`src/inc/rect_ctl_consts.svh`:
```
// timing counts, address constants and decode thresholds for the restart controller
`ifndef RECT_CTL_CONSTS_SVH
`define RECT_CTL_CONSTS_SVH
`define CLK_HZ            20000000
`define GRACE_S           20
`define RETRY_S           1
`define WINDOW_S          60
`define GRACE_CYC         (`GRACE_S * `CLK_HZ)
`define RETRY_CYC         (`RETRY_S * `CLK_HZ)
`define WINDOW_CYC        (`WINDOW_S * `CLK_HZ)
`define OV_LIMIT          2'd3
`define ADDR_UPPER        3'b100
`define ADDR_BCAST        7'h00
`define ADDR_ARA          7'h0c
`define LOW_VOUT_MV       16'd10000
`define BLINK_CYC         10000000
`define LVL_BITS          8
`endif

```
`src/inc/rect_ctl_pkg.sv`:
```
// shared types of the restart and address controller
package rect_ctl_pkg;
	typedef enum logic [2:0] {
		ST_OFF     = 3'b000,
		ST_ON      = 3'b001,
		ST_WAIT    = 3'b010,
		ST_LATCHED = 3'b011,
		ST_HICCUP  = 3'b100
	} run_state_t;

	// fault and limit status inputs grouped together
	typedef struct packed {
		logic ovp;
		logic ocp;
		logic otp;
		logic in_limit;
		logic overload;
	} fault_in_t;

	// bus transaction summary from the serial engine
	typedef struct packed {
		logic       valid;
		logic [6:0] addr;
		logic       rd;
		logic       op_write;
		logic       op_on;
		logic [6:0] ara_byte;
	} bus_req_t;

	typedef struct packed {
		run_state_t state;
		logic [31:0] timer;
		logic [31:0] window;
		logic [1:0]  ov_count;
		logic        grace_done;
		logic        last_fault_ov;
		logic        op_on;
		logic        op_was_off;
		logic        en_was_off;
		logic        alert;
		logic        invalid_cmd;
		logic [23:0] blink;
		logic        led;
		logic [1:0]  en_sync;
		logic [1:0]  slot_sync;
		logic [1:0]  proto_sync;
	} ctl_state_t;
endpackage

```
`src/rtl/rect_restart_ctl.sv`:
```
// restart sequencing, address decode and alert handling of the rectifier controller
//
// Behaviour
// - overload at power-up held in current limit for 20 s, then protection applies.
// - overvoltage restarts wait 1 s each; three failures inside a minute latch off.
// - fewer than three overvoltage trips in the minute clears the count.
// - overcurrent and overtemperature auto-restart unless latch-off is configured.
// - enable pin cycled off then on releases latch-off and restarts.
// - operation command off then on over the bus releases latch-off.
// - limit above 10 V blinks the output indicator; below 10 V restart hiccups.
// - indicator steady while on, off while output off or latched.
// - open protocol pin selects two-wire mode; 1k-5k to return selects RS485.
// - bus address is 100 followed by four position bits, 40 to 4F.
// - address lsb selects direction, 0 write and 1 read.
// - writes to broadcast address 00 are accepted and acted on while the unit's own address is valid.
// - reads to broadcast address are refused and flag invalid command.
// - status change pulls the shared alert line; alert-response address 0C recognised.
// - unit level quantised into ten positions, 3.30 V level invalid.
// - rack level quantised into eight positions from 3.3 V down to 0 V.
// - units 1-4 with racks 1-4 give (rack-1)*4 + (unit-1).
// - units 1-5 with racks 6-8 count sequentially, unit fastest.
// - units 6-7 racks 1-8 and units 8-10 racks 4-8 count sequentially.
// - output allowed only while the slot pin is tied to the return.
// - RS485 address built from bay, slot and shelf fields.
// - shelf level decoded into shelves 1 to 10 in 2.5 V steps.
// - alert-response byte matching own address releases the alert.
`timescale 1ns/100ps
`include "rect_ctl_consts.svh"

module rect_restart_ctl #(
	parameter int unsigned GRACE_CYCLES  = `GRACE_CYC,
	parameter int unsigned RETRY_CYCLES  = `RETRY_CYC,
	parameter int unsigned WINDOW_CYCLES = `WINDOW_CYC,
	parameter int unsigned BLINK_CYCLES  = `BLINK_CYC
) (
	input  wire logic                   clk_sys,
	input  wire logic                   rst_n,
	input  wire logic                   enable_pin_n,
	input  wire logic                   slot_tied,
	input  wire logic                   protocol_rs485,
	input  wire logic [`LVL_BITS-1:0]   unit_position_level,
	input  wire logic [`LVL_BITS-1:0]   rack_position_level,
	input  wire logic [`LVL_BITS-1:0]   slot_position_level,
	input  wire logic [`LVL_BITS-1:0]   shelf_position_level,
	input  wire logic [15:0]            vout_mv,
	input  wire rect_ctl_pkg::fault_in_t faults,
	input  wire logic                   latch_ocp_cfg,
	input  wire logic                   latch_otp_cfg,
	input  wire logic                   status_change,
	input  wire rect_ctl_pkg::bus_req_t  bus_req,
	output logic                        bus_ack,
	output logic                        bus_accept_write,
	output logic                        output_enable,
	output logic                        hiccup,
	output logic                        output_led,
	output logic                        alert_o,
	output logic                        alert_oe,
	output logic                        invalid_cmd,
	output logic                        latched_off,
	output logic [6:0]                  my_address,
	output logic                        addr_valid,
	output logic [11:0]                 rs485_address
);
	// refuse timings the counters cannot serve; the blink counter is only 24 bits wide
	if (GRACE_CYCLES < 2 || RETRY_CYCLES < 2 || WINDOW_CYCLES <= RETRY_CYCLES
	    || BLINK_CYCLES < 2 || BLINK_CYCLES > 32'h00ffffff) begin : g_bad_params
		$error("restart timing parameters out of range");
	end

	// quantise a 0-3.3 V level (full scale 255 = 3.3 V) into ten positions, 0 invalid
	function automatic logic [3:0] quant10(input logic [7:0] lvl);
		logic [3:0] p;
		p = 4'd0;
		if (lvl >= 8'hf1)      p = 4'd0;  // 3.30 V level, invalid
		else if (lvl >= 8'hdb) p = 4'd1;
		else if (lvl >= 8'hc0) p = 4'd2;
		else if (lvl >= 8'ha6) p = 4'd3;
		else if (lvl >= 8'h8b) p = 4'd4;
		else if (lvl >= 8'h71) p = 4'd5;
		else if (lvl >= 8'h56) p = 4'd6;
		else if (lvl >= 8'h3c) p = 4'd7;
		else if (lvl >= 8'h22) p = 4'd8;
		else if (lvl >= 8'h0c) p = 4'd9;
		else                   p = 4'd10;
		return p;
	endfunction

	// rack: eight positions from 3.3 V down to 0 V
	function automatic logic [3:0] quant_rack(input logic [7:0] lvl);
		logic [3:0] p;
		p = 4'd8;
		if (lvl >= 8'hec)      p = 4'd1;
		else if (lvl >= 8'hc1) p = 4'd2;
		else if (lvl >= 8'h9a) p = 4'd3;
		else if (lvl >= 8'h75) p = 4'd4;
		else if (lvl >= 8'h4f) p = 4'd5;
		else if (lvl >= 8'h2e) p = 4'd6;
		else if (lvl >= 8'h0c) p = 4'd7;
		return p;
	endfunction

	logic [3:0] unit_pos;
	logic [3:0] rack_pos;
	logic [3:0] slot_pos;
	logic [3:0] shelf_pos;
	logic [4:0] addr_idx;
	logic       pos_ok;

	// address bits from unit and rack positions
	always_comb begin
		unit_pos  = quant10(unit_position_level);
		rack_pos  = quant_rack(rack_position_level);
		slot_pos  = quant10(slot_position_level);
		// shelf: 25.5 V full scale, 2.5 V per step, mid-point thresholds
		shelf_pos = 4'd0;
		for (int i = 1; i <= 10; i++)
			if (shelf_position_level >= 8'(i * 25 - 12)) shelf_pos = 4'(i);
		addr_idx = 5'd0;
		pos_ok   = 1'b0;
		if (unit_pos >= 4'd1 && unit_pos <= 4'd4 && rack_pos <= 4'd4) begin
			addr_idx = 5'({rack_pos - 4'd1, 2'b00}) + 5'(unit_pos - 4'd1);
			pos_ok   = 1'b1;
		end else if (unit_pos >= 4'd1 && unit_pos <= 4'd5 && rack_pos >= 4'd6) begin
			addr_idx = 5'((rack_pos - 4'd6) * 5) + 5'(unit_pos - 4'd1);
			pos_ok   = 1'b1;
		end else if (unit_pos >= 4'd6 && unit_pos <= 4'd7) begin
			addr_idx = 5'({rack_pos - 4'd1, 1'b0}) + 5'(unit_pos - 4'd6);
			pos_ok   = 1'b1;
		end else if (unit_pos >= 4'd8 && rack_pos >= 4'd4) begin
			addr_idx = 5'((rack_pos - 4'd4) * 3) + 5'(unit_pos - 4'd8);
			pos_ok   = 1'b1;
		end
		if (unit_pos == 4'd0)
			pos_ok = 1'b0;
	end

	rect_ctl_pkg::ctl_state_t s_reg;
	rect_ctl_pkg::ctl_state_t s_next;

	logic en_on;
	logic slot_ok;
	logic rs485;
	logic is_own;
	logic is_bcast;
	logic is_ara;
	logic ara_match;
	logic fault_trip;
	logic latch_fault;

	assign en_on    = ~s_reg.en_sync[1];
	assign slot_ok  = s_reg.slot_sync[1];
	assign rs485    = s_reg.proto_sync[1];
	assign addr_valid = pos_ok && !rs485;
	assign my_address = {`ADDR_UPPER, addr_idx[3:0]};
	assign rs485_address = {slot_pos, shelf_pos, unit_pos};
	assign is_own   = bus_req.valid && addr_valid && bus_req.addr == my_address;
	assign is_bcast = bus_req.valid && bus_req.addr == `ADDR_BCAST;
	assign is_ara   = bus_req.valid && bus_req.addr == `ADDR_ARA && bus_req.rd;
	assign ara_match = is_ara && s_reg.alert && bus_req.ara_byte == my_address;
	// a refused broadcast read gets no acknowledge; an unconfigured unit answers only the alert-response address while its alert is up
	assign bus_ack  = is_own || (is_bcast && !bus_req.rd && addr_valid)
	                  || (is_ara && s_reg.alert);
	assign bus_accept_write = (is_own || is_bcast) && !bus_req.rd && addr_valid;
	assign fault_trip  = faults.ovp || faults.ocp || faults.otp
	                     || (faults.overload && s_reg.grace_done);
	assign latch_fault = (faults.ocp && latch_ocp_cfg) || (faults.otp && latch_otp_cfg);

	// next-state logic of the whole controller
	always_comb begin
		s_next = s_reg;
		s_next.en_sync    = {s_reg.en_sync[0], enable_pin_n};
		s_next.slot_sync  = {s_reg.slot_sync[0], slot_tied};
		s_next.proto_sync = {s_reg.proto_sync[0], protocol_rs485};
		s_next.blink      = (s_reg.blink == 24'(BLINK_CYCLES - 1)) ? 24'h000000
		                    : s_reg.blink + 24'h000001;
		if (s_reg.blink == 24'(BLINK_CYCLES - 1))
			s_next.led = ~s_reg.led;
		// bus operation command tracking
		if (bus_accept_write && bus_req.op_write) begin
			s_next.op_on = bus_req.op_on;
			if (!bus_req.op_on)
				s_next.op_was_off = 1'b1;
		end
		if (!en_on)
			s_next.en_was_off = 1'b1;
		// overvoltage window runs once the first trip has been counted
		if (s_reg.ov_count != 2'd0) begin
			if (s_reg.window == 32'd0)
				s_next.ov_count = 2'd0;
			else
				s_next.window = s_reg.window - 32'd1;
		end
		if (s_reg.timer != 32'd0)
			s_next.timer = s_reg.timer - 32'd1;
		case (s_reg.state)
			rect_ctl_pkg::ST_OFF: begin
				s_next.grace_done = 1'b0;
				if (en_on && s_reg.op_on && slot_ok) begin
					s_next.state = rect_ctl_pkg::ST_ON;
					s_next.timer = GRACE_CYCLES;
				end
			end
			rect_ctl_pkg::ST_ON: begin
				if (s_reg.timer == 32'd1)
					s_next.grace_done = 1'b1;
				if (!en_on || !s_reg.op_on || !slot_ok) begin
					s_next.state = rect_ctl_pkg::ST_OFF;
				end else if (fault_trip) begin
					s_next.grace_done = 1'b1;
					if (faults.ovp) begin
						s_next.ov_count = s_reg.ov_count + 2'd1;
						if (s_reg.ov_count == 2'd0)
							s_next.window = WINDOW_CYCLES;
						if (s_reg.ov_count == `OV_LIMIT - 2'd1)
							s_next.state = rect_ctl_pkg::ST_LATCHED;
						else begin
							s_next.state = rect_ctl_pkg::ST_WAIT;
							s_next.timer = RETRY_CYCLES;
						end
					end else if (latch_fault) begin
						s_next.state = rect_ctl_pkg::ST_LATCHED;
					end else if (faults.in_limit && vout_mv < `LOW_VOUT_MV) begin
						s_next.state = rect_ctl_pkg::ST_HICCUP;
						s_next.timer = RETRY_CYCLES;
					end else if (!faults.in_limit) begin
						s_next.state = rect_ctl_pkg::ST_WAIT;
						s_next.timer = RETRY_CYCLES;
					end
				end
			end
			rect_ctl_pkg::ST_WAIT,
			rect_ctl_pkg::ST_HICCUP: begin
				// an enable lost during the wait must not flash the output on for a cycle
				if (!en_on || !s_reg.op_on || !slot_ok)
					s_next.state = rect_ctl_pkg::ST_OFF;
				else if (s_reg.timer == 32'd0)
					s_next.state = rect_ctl_pkg::ST_ON;
			end
			rect_ctl_pkg::ST_LATCHED: begin
				// release by pin or command cycled off then on
				if ((s_reg.en_was_off && en_on) || (s_reg.op_was_off && s_reg.op_on)) begin
					s_next.state    = rect_ctl_pkg::ST_OFF;
					s_next.ov_count = 2'd0;
				end
			end
			default: s_next.state = rect_ctl_pkg::ST_OFF;
		endcase
		if (s_reg.state != rect_ctl_pkg::ST_LATCHED) begin
			s_next.en_was_off = 1'b0;
			s_next.op_was_off = 1'b0;
		end
		// refused broadcast read; set wins over nothing else clearing it
		if (is_bcast && bus_req.rd)
			s_next.invalid_cmd = 1'b1;
		// alert: a new status change wins over a same-cycle response release
		if (ara_match)
			s_next.alert = 1'b0;
		if (status_change || (fault_trip && s_reg.state == rect_ctl_pkg::ST_ON))
			s_next.alert = 1'b1;
	end

	// state register; outputs off and controller idle after bias power-up
	always_ff @(posedge clk_sys or negedge rst_n) begin
		if (!rst_n) begin
			s_reg <= '{state: rect_ctl_pkg::ST_OFF, op_on: 1'b1, en_sync: 2'b11, default: '0};
		end else begin
			s_reg <= s_next;
		end
	end

	assign output_enable = s_reg.state == rect_ctl_pkg::ST_ON;
	assign hiccup        = s_reg.state == rect_ctl_pkg::ST_HICCUP;
	assign latched_off   = s_reg.state == rect_ctl_pkg::ST_LATCHED;
	assign invalid_cmd   = s_reg.invalid_cmd;
	assign alert_o       = 1'b0;
	assign alert_oe      = s_reg.alert; // open drain, pulled low while asserted
	// indicator blinks in limit above 10 V, steady on, dark otherwise
	assign output_led    = output_enable && ((faults.in_limit && vout_mv >= `LOW_VOUT_MV)
	                       ? s_reg.led : 1'b1);
endmodule

```
`config.mk`:
```
export PLATFORM = sky130hd
export DESIGN_NAME = rect_restart_ctl
export DESIGN_NICKNAME = d
export VERILOG_FILES = /design/src/inc/rect_ctl_pkg.sv /design/src/rtl/rect_restart_ctl.sv
export VERILOG_INCLUDE_DIRS = /design/src /design/src/inc
export SDC_FILE = /design/constraint.sdc
export NUM_CORES = 1
export LEC_CHECK = 0
export ABC_AREA = 1
export BUFFER_PORTS_ARGS = -buffer_cell sky130_fd_sc_hd__buf_2
export CORE_MARGIN = 5
export CORE_UTILIZATION = 57
export DETAILED_ROUTE_END_ITERATION = 8
export PLACE_DENSITY = 0.79
export SETUP_SLACK_MARGIN = 0.02
export SYNTH_ARGS = -nofsm -noshare
export SYNTH_HDL_FRONTEND = slang
export SYNTH_SLANG_ARGS = --single-unit
```
`constraint.sdc`:
```
create_clock -name clk_sys -period 4.4 [get_ports clk_sys]
set_input_delay 0.22 -clock clk_sys [delete_from_list [all_inputs] [get_ports clk_sys]]
set_output_delay 0.22 -clock clk_sys [all_outputs]
set_load 0.03 [all_outputs]
```
==> results of run 1 <==
==> kinds of logic (layout without fill, tap and decap cells) <==
family | Yosys count | after routing | synth area share, %
DFF | 106 | 106 | 34.0
buffers and inverters | 203 | 320 | 10.0
other | 2 | 4 | 0.0961
AOI/OAI and AO/OA | 155 | 155 | 11.4
and+or+nand+nor | 575 | 575 | 34.4
xor gates and xnor gates | 37 | 37 | 4.15
muxes | 2 | 2 | 0.256
adders and majority gates | 34 | 34 | 5.63
==> per-stage QoR <==
step | area [µm²] | TNS (ps) | std cells
6_report | 8970 | 0 | 1409
5_1_grt | 8970 | -5.37 | 1409
4_1_cts | 8870 | 0 | 1405
3_5_place_dp | 8520 | 0 | 1386
3_3_place_gp | 8520 | 0 | 1386
2_1_floorplan | 7820 | 0 | 1116
==> power by group through the flow <==
stage / Clock, W / Combinational, W / Sequential, W
3_3_place_gp: 0 / 0.00127 / 0.00134
2_1_floorplan: 0 / 0.000999 / 0.00130
5_1_grt: 0.000932 / 0.00153 / 0.00135
3_5_place_dp: 0 / 0.00131 / 0.00134
6_report: 0.000867 / 0.00134 / 0.00133
4_1_cts: 0.000887 / 0.00133 / 0.00132
==> per-layer routing <==
| metal | wire [µm] | global-route usage (%) | share of wire (%) |
|---|---|---|---|
| met1 | 7930 | 29.2 | 43 |
| met5 | 0 | 0 | 0 |
| met4 | 336 | 6.50 | 1.8 |
| met3 | 1050 | 3.42 | 5.7 |
| met2 | 8930 | 39.7 | 49 |
==> path summary, 6_finish.rpt <==
path                                        startpoint          to  slack (ps)
max in group asynchronous                        rst_n   s_next[5]        3400
worst max register to register              s_reg[106]  s_reg[103]        1590
worst min register to register               s_next[1]       rs485         350
min in group clk_sys                     status_change    alert_oe          60
worst min-delay path                             rst_n   s_reg[84]         -30
worst max-delay path            unit_position_level[2]     bus_ack         330
==> final cells by class <==
| cell class | count | area, µm² | share of cell area [%] |
|---|---|---|---|
| clock inverters | 6 | 90.1 | 1.00 |
| repair buffers | 110 | 599 | 6.68 |
| inverters | 194 | 733 | 8.17 |
| flip-flops and latches | 106 | 2660 | 29.6 |
| clock buffers | 10 | 229 | 2.55 |
| well taps | 176 | 220 | 2.45 |
| multi-input cells | 807 | 4440 | 49.5 |
==> synth_stat cells, types with 12 or more instances <==
cell type / count
nor4_1: 15
o21ai_0: 61
nand3_1: 64
ha_1: 32
nand4_1: 22
nor3_1: 28
inv_1: 185
xor2_1: 25
xnor2_1: 12
nor2_1: 181
dfrtp_1: 103
nand2_2: 23
nand2_1: 192
a21oi_1: 53
==> timing repair <==
action | in CTS | in global routing
endpoints found under the hold margin | 3 | 0
gates resized for setup | 0 | 21
endpoints found under the setup margin | 0 | 2
buffers inserted | 0 | 4
hold buffers | 3 | 0
==> run summary, run 1 <==
worst slew pin tran = 860 ps
vias per cell = 5.38
final layout net count = 1341
most common cell after layout, fill and taps aside = nand2_1
power per cell area = 394 nW/µm²
startpoint types = input port
Placer Congestion = 0.920
clock root cell = clkbuf_16
Yosys top cell area share = 33.0%
async set or reset register ratio after synthesis = 100%
commonest cells after routing, fill and taps aside = 189 x nand2_1, 184 x inv_1, 179 x nor2_1, 103 x dfrtp_1, 95 x buf_2
Crit Path Max Fanout = 4
worst setup path category = input port to output pin
cell family with most CP delay = simple AND/OR/NAND/NOR gates
Lkg Pwr = 4.50 nW
Die Area = 16200 µm²
Min-Delay Path Class = input port to asynchronous set/reset pin
clk sink count = 106
H-tree depth = 3
VDD IR max = 0.226 mV
Levels on crit path = 29
Slowest cell on crit path = fa_2
clock tree buffer depth = 2
first-pass GRT wire length = 31.3 mm
pre-CTS setup slack = 69.2 ps
clock latency on the worst-skew pair = 350 ps
Max Clk Rate = 246 MHz
fin crit share = 92.4%
predominant post-synthesis flop cell = dfrtp_1
WHS = -26.2 ps
Initial Util = 58.6%
n_diodes = 0
vias in the first global route = 7163
Horiz. Die Dim = 127 µm
#FFs+latches synth = 106
TritonCTS Buffers = 9
NetSw = 0.00140 W
yosys warns = 0
drt pass-1 iters = 5
Chip Height = 127 µm
sw frac = 39.6%
DP HPWL = 14.1 mm
ANT nets after route = 0
sequential share of the synthesized area = 34.0%
Critical Path RT = 4180 ps
CTS tree = built
port bufs = 99
Initial DRC Count = 488
synthesized cell area = 7820 µm²
slew margin rel. = 42.7%
Routed WL per cell = 12.9 µm
Final Hold Vio Count = 18
CP Buf/Inv Count = 6
Max-Cap Viols = 0
clock skew = 8.05 ps
share of cells above drive strength 1 = 17.0%
Post-synth EDFFs = 0
Sequential Power Share = 37.5%
largest net degree at the start of global routing = 68
P_int = 0.00213 W
Worst path max stage delay = 380 ps
Syn-to-layout area delta = 14.8%
FP Rows = 42
status = complete, but fails checks
Area contributors post-synth = dfrtp_1 33%, nand2_1 9.2%, inv_1 8.9%, nor2_1 8.7%, ha_1 5.1%
crit end category = output pin
most used cell, CP = nand2_1
CORE AREA = 13300 µm²
Final WS setup = 334 ps
Total GRT Usage = 22.7%
worst r2r path cells = 12
Mapped Cells = 1114
Netlist cell types = 61
DRC Markers = 0
Worst Path Arrival = 3850 ps
number of flip-flops in the largest register = 100
via count = 7585
Tot Pwr = 0.00354 W
grt ovf = 0
fillers = 1164
Comb power frac = 38.0%
Ports = 108
post-synth top area cell = dfrtp_1
routed wire length = 18.2 mm
Final Util = 67.2%
clock-pin slew on the worst setup and hold paths = 70 ps
min Tclk post-route = 4070 ps
endpoints failing setup = 0
violated checks = negative hold slack
initial antenna violation count = 0
clock network fraction of total power = 24.5%
Mapped Avg Cell Area = 7.02 µm²
max-slew violations = 0
Power figures use the tool's default switching activity.
==> run 2: changes to the inputs <==
CORE_MARGIN = 2   (was 5)
CORE_UTILIZATION = 45   (was 57)
PLACE_DENSITY = unset   (was 0.79)
==> run 2 against run 1 <==
Net effect: clock power down 7.7%; sequential power barely moved; the flow still finishes with violations (negative hold slack); non-clock buffer count up 3; power shrank 2.1%; routed wire length shrank 0.16%; clock-buffer cell count up 1; sequential share of layout area decreased by 0.16 points; maximum frequency up 1.3%; cell area rose by 0.54%.
==> run summary, run 2 (synthesis gave the netlist of run 1 again) <==
routed wire length = 18.2 mm (-0.16%)
fillers = 1796 (+54%)
DRC Markers = 0 (unchanged)
Lkg Pwr = 4.49 nW (-0.15%)
final layout net count = 1344 (+0.22%)
vias per cell = 5.02 (-6.7%)
Placer Congestion = 0.893 (-2.9%)
n_diodes = 0 (unchanged)
clock-pin slew on the worst setup and hold paths = 70 ps (about the same)
CORE AREA = 17100 µm² (+28%)
crit end category = output pin
Initial DRC Count = 368 (-25%)
crit path launch = unit_position_level[2]
ANT nets after route = 0 (unchanged)
CP Buf/Inv Count = 4 (-2)
H-tree depth = 3 (unchanged)
Chip Height = 136 µm (+6.8%)
clock skew = 10.9 ps (+2.85 ps)
violated checks = negative hold slack
fin crit share = 91.3% (-1.1 points)
vias in the first global route = 6811 (-4.9%)
RSZ-0062 raised after global routing = no
placed cell area = 8620 µm² (+1.2%)
initial antenna violation count = 0 (unchanged)
fin area = 9020 µm² (+0.54%)
WHS = -30.3 ps (-4.05 ps)
number of flip-flops in the largest register = 100 (unchanged)
most used cell, CP = nand2_1
power per cell area = 384 nW/µm² (-2.7%)
status = complete, but fails checks
clock tree buffer depth = 2 (unchanged)
drt pass-1 iters = 7 (+2)
Routed WL per cell = 12.5 µm (-3.7%)
Min-Delay Path Class = input port to asynchronous set/reset pin
slew margin rel. = 43.0% (+0.32 points)
most common cell after layout, fill and taps aside = nand2_1
Syn-to-layout area delta = 15.4%
worst slew pin tran = 855 ps (-4.82 ps)
endpoints failing setup = 0 (unchanged)
Critical Path RT = 4180 ps (about the same)
RR Startpoint = s_reg[104]
share of cells above drive strength 1 = 17.2% (+0.22 points)
Initial Util = 45.7% (-13 points)
worst setup path category = input port to output pin
VDD IR max = 0.231 mV (+2.1%)
Worst Path Arrival = 3800 ps (-50 ps)
cell family with most CP delay = simple AND/OR/NAND/NOR gates
clock root cell = clkbuf_16
via count = 7331 (-3.3%)
TritonCTS Buffers = 9 (unchanged)
Slowest cell on crit path = fa_1
first-pass GRT wire length = 30.8 mm (-1.5%)
FP Rows = 48 (+14%)
Max Clk Rate = 249 MHz (+1.3%)
Crit Path Max Fanout = 4 (unchanged)
largest net degree at the start of global routing = 68 (unchanged)
grt ovf = 0 (unchanged)
DP HPWL = 14.3 mm (+1.0%)
CTS tree = built
port bufs = 99 (unchanged)
Tot Pwr = 0.00346 W (-2.1%)
Ports = 108 (unchanged)
Final Hold Vio Count = 31 (+13)
min Tclk post-route = 4020 ps (-50.6 ps)
r2r setup slk = 1550 ps (-40 ps)
clock latency on the worst-skew pair = 350 ps (about the same)
clk sink count = 106 (unchanged)
Die Area = 18400 µm² (+14%)
Max-Cap Viols = 0 (unchanged)
Horiz. Die Dim = 136 µm (+6.8%)
commonest cells after routing, fill and taps aside = 189 x nand2_1, 183 x inv_1, 179 x nor2_1, 103 x dfrtp_1, 95 x buf_2
setup tns final = 0 ps (unchanged)
max-slew violations = 0 (unchanged)
Total GRT Usage = 20.3% (-2.3 points)
startpoint types = input port
Worst path max stage delay = 430 ps (+50 ps)
-- run 2: layout make-up --
cell class	count	area [µm²]	share of cell area, %
Clock buffer	11	233	2.58
Clock inverter	4	52.6	0.583
Inverter	194	733	8.13
Multi-Input combinational cell	807	4440	49.3
Sequential cell	106	2660	29.4
Tap cell	225	282	3.12
Timing Repair Buffer	113	622	6.89
-- run 2: routing by layer --
metal	routed length (µm)	share of wire, %	global-route usage, %
met5	0	0	0
met4	270	1.5	4.86
met3	909	5.0	3.44
met2	8250	45	33.8
met1	8780	48	27.7
-- run 2: worst paths after layout --
check                                    to  depth (start not counted)
setup / recovery           bus_accept_write                         29
hold / removal                    s_reg[86]                          1
setup reg to reg                 s_reg[103]                         13
hold reg to reg                       rs485                          0
max in group asynchronous        s_reg[106]                          2
min in group clk_sys               alert_oe                          3
-- run 2: per-stage QoR --
step	instances	hold slack (ps)	utilization, %	setup slack [ps]
5_1_grt	1460	54.7	52.7	9.54
3_3_place_gp	1440	327	50.4	138
6_report	1460	-30.3	52.7	385
4_1_cts	1458	15.7	52.2	105
2_1_floorplan	1116	-75.6	-	292
3_5_place_dp	1440	328	50.4	109
-- run 2: timing repair --
item,CTS,global route
setup endpoints to repair,0,2
hold buffers,3,0
gates resized for setup,0,22
hold endpoints to repair,3,0
buffers inserted,0,2
-- run 2: where the power goes --
| group | total, W | internal (W) | switching, W |
|---|---|---|---|
| combinational | 0.00133 | 0.000474 | 0.000860 |
| sequential | 0.00133 | 0.00115 | 0.000171 |
| clock | 0.000800 | 0.000441 | 0.000359 |
| total | 0.00346 | 0.00207 | 0.00139 |
==> run 3: changes to the inputs <==
ABC_AREA = unset   (was 1)
CTS_BUF_LIST = sky130_fd_sc_hd__clkbuf_4   (was unset)
PLACE_DENSITY = 0.65   (was unset)
==> run 3 against run 2 <==
Net effect: global-route usage down 0.67 points; cell area down 4.2%; critical path type unchanged; area after synthesis down 9.0%; die area down 8.7%; critical path depth down 10; the run ends with negative setup slack left; largest cell class unchanged; maximum frequency down 15%; via count down 15%; hold slack better by 96 ps; combinational power down 40%; register-to-register slack worse by 640 ps; setup slack worse by 720 ps; largest power group unchanged; clock skew up 5.1 ps.
==> run summary, run 3 <==
Max-Cap Viols = 0 (unchanged)
Slowest cell on crit path = or4_4
DP HPWL = 12.2 mm (-15%)
Yosys top cell area share = 36.2% (+3.3 points)
most used cell, CP = ha_4
Final Hold Vio Count = 0 (-100%)
max-slew violations = 0 (unchanged)
n_diodes = 0 (unchanged)
power per cell area = 266 nW/µm² (-31%)
Post-synth EDFFs = 0 (unchanged)
async set or reset register ratio after synthesis = 100% (unchanged)
most common cell after layout, fill and taps aside = dfrtp_1
TritonCTS Buffers = 9 (unchanged)
fin crit share = 108% (+16 points)
yosys warns = 0 (unchanged)
Routed WL per cell = 13.7 µm (+10%)
largest net degree at the start of global routing = 74 (+8.8%)
Critical Path RT = 4180 ps (about the same)
Worst Path Arrival = 4510 ps (+710 ps)
clock root cell = clkbuf_4
setup tns final = -687 ps (-687 ps)
startpoint types = input port
Netlist cell types = 81 (+33%)
worst setup path category = input port to output pin
port bufs = 99 (unchanged)
final layout net count = 1087 (-19%)
Mapped Avg Cell Area = 8.71 µm² (+24%)
min Tclk post-route = 4730 ps (+718 ps)
Cell Chain, Critical Path = buf_8 -> or4_4 -> o31a_1 -> o22ai_2 -> nor2_2 -> inv_2 -> ha_4 -> fa_1 -> ha_4 -> ha_4 -> nand2_2 -> or3_4 -> a211o_2 -> o221a_1 -> or4b_4 -> a2111oi_4 -> buf_4 -> o21a_2 -> buf_6
Area contributors post-synth = dfrtp_1 36%, xnor2_1 7.8%, ha_1 5.6%, nor2_1 5.4%, xor2_1 3.6%
DRC Markers = 0 (unchanged)
Ports = 108 (unchanged)
r2r setup slk = 910 ps (-640 ps)
VDD IR max = 0.254 mV (+10%)
Final WS setup = -333 ps (-718 ps)
clock network fraction of total power = 19.1% (-4.0 points)
final non-filler cell total = 1190 (-18%)
Die Area = 16800 µm² (-8.7%)
grt ovf = 0 (unchanged)
violated checks = negative setup slack
worst slew pin tran = 939 ps (+83.9 ps)
sequential share of the synthesized area = 37.3% (+3.4 points)
post-synth top area cell = dfrtp_1
P_int = 0.00152 W (-26%)
fillers = 1451 (-19%)
share of cells above drive strength 1 = 23.9% (+6.7 points)
worst r2r path cells = 10 (-3)
routed wire length = 16.4 mm (-10%)
Crit Path Max Fanout = 3 (-1)
Chip Height = 130 µm (-4.5%)
clock skew = 16.0 ps (+5.08 ps)
Post-Place Cells = 1163 (-19%)
crit end category = output pin
multi-input logic area = 4330 µm² (-2.6%)
sw frac = 33.9% (-6.3 points)
ANT nets after route = 0 (unchanged)
Mapped Cells = 817 (-27%)
Sequential Power Share = 46.3% (+8.0 points)
clock tree buffer depth = 2 (unchanged)
via count = 6247 (-15%)
number of flip-flops in the largest register = 100 (unchanged)
initial antenna violation count = 0 (unchanged)
Worst setup endpoint = bus_accept_write
first-pass GRT wire length = 26.8 mm (-13%)
slew margin rel. = 37.4% (-5.6 points)
register area = 2660 µm² (unchanged)
#FFs+latches synth = 106 (unchanged)
RR Endpoint = s_reg[66]
Initial Util = 46.4% (+0.78 points)
Placer Congestion = 0.886 (-0.75%)
Initial DRC Count = 382 (+3.8%)
endpoints failing setup = 3 (+3)
commonest cells after routing, fill and taps aside = 103 x dfrtp_1, 101 x nor2_1, 92 x buf_2, 70 x buf_4, 65 x nand2_1
drt pass-1 iters = 6 (-1)
NetSw = 0.000781 W (-44%)
Horiz. Die Dim = 130 µm (-4.5%)
predominant post-synthesis flop cell = dfrtp_1
clock-pin slew on the worst setup and hold paths = 130 ps (+60 ps)
Worst path max stage delay = 530 ps (+100 ps)
synthesized cell area = 7110 µm² (-9.0%)
Max Clk Rate = 211 MHz (-15%)
Comb power frac = 34.6% (-4.0 points)
status = complete, but fails checks
clock latency on the worst-skew pair = 460 ps (+110 ps)
Min-Delay Path Class = input port to register
crit path launch = rack_position_level[4]
RSZ-0062 raised after global routing = yes
RR Startpoint = s_reg[57]
CTS tree = built
FP Rows = 45 (-6.3%)
Syn-to-layout area delta = 21.5%
Post-synth top cells = 103 x dfrtp_1, 103 x nor2_1, 67 x nand2_1
clk sink count = 106 (unchanged)
vias per cell = 5.25 (+4.5%)
Total GRT Usage = 19.6% (-0.67 points)
H-tree depth = 3 (unchanged)
Lkg Pwr = 3.60 nW (-20%)
CORE AREA = 15300 µm² (-11%)
vias in the first global route = 5834 (-14%)
-- run 3: area by class of cell --
type,count,area share [%]
multi-input cells,641,50.1
clock buffers,12,1.04
flip-flops and latches,106,30.7
repair buffers,176,13.1
well taps,211,3.05
clock inverters,4,0.232
inverters,40,1.78
-- run 3: cell families (layout without fill, tap and decap cells) --
family / after synthesis / in the layout / synth area share (%)
xor gates and xnor gates: 92 / 92 / 11.3
and+or+nand+nor: 349 / 349 / 24.6
buffers and inverters: 72 / 232 / 4.20
other: 2 / 4 / 0.106
AOI/OAI and AO/OA: 159 / 159 / 15.8
muxes: 3 / 3 / 0.492
DFF: 106 / 106 / 37.3
adders and majority gates: 34 / 34 / 6.19
-- run 3: power by group through the flow --
stage	clock, W	sequential (W)	combinational (W)
finish	0.000440	0.00107	0.000797
floorplan	0	0.00108	0.000489
global placement	0	0.00108	0.000733
global route	0.000495	0.00108	0.000882
detailed placement	0	0.00108	0.000737
CTS	0.000457	0.00107	0.000769
-- run 3: worst min-delay path by stage --
| stage | startpoint | end | cells after the start | slack (ps) |
|---|---|---|---|---|
| detailed placement | enable_pin_n | s_next[5] | 1 | 330 |
| finish | bus_req[8] | s_reg[34] | 3 | 70 |
| global route | bus_req[8] | s_reg[34] | 3 | 70 |
| floorplan | rst_n | alert_oe | 0 | -80 |
| global placement | enable_pin_n | s_next[5] | 1 | 330 |
| CTS | faults[4] | s_reg[38] | 3 | 30 |
-- run 3: metal layers --
metal	vias up	track usage, %	routed length, µm
met4	0	6.39	194
met5	-	0	0
met3	14	2.38	645
li1	3210	-	-
met2	122	31.7	7340
met1	2901	27.7	8170
-- run 3: what timing repair did --
item,4_1_cts,5_1_grt
setup endpoints to repair,2,5
hold buffers,7,0
resized for setup,13,11
endpoints found under the hold margin,77,0
buffers inserted,3,1
pin swaps,2,9
-- run 3: critical path, delay by kind of cell --
family	cells	cell delay (ps)
buf+inv	4	480
compound gates	6	1260
fa+ha+maj	4	1070
simple gates	5	1500
-- run 3: through the flow --
step | setup WS (ps) | util (%) | total power (W) | cell area (µm²) | hold slack, ps
after global routing | -441 | 56.4 | 0.00245 | 8640 | 65.6
final | -333 | 56.4 | 0.00230 | 8640 | 66.1
after detailed placement | -439 | 54.3 | 0.00182 | 8310 | 328
after global placement | -400 | 54.3 | 0.00182 | 8310 | 325
after floorplan | -166 | - | 0.00157 | 7210 | -75.6
after CTS | -322 | 56.1 | 0.00229 | 8580 | 33.5
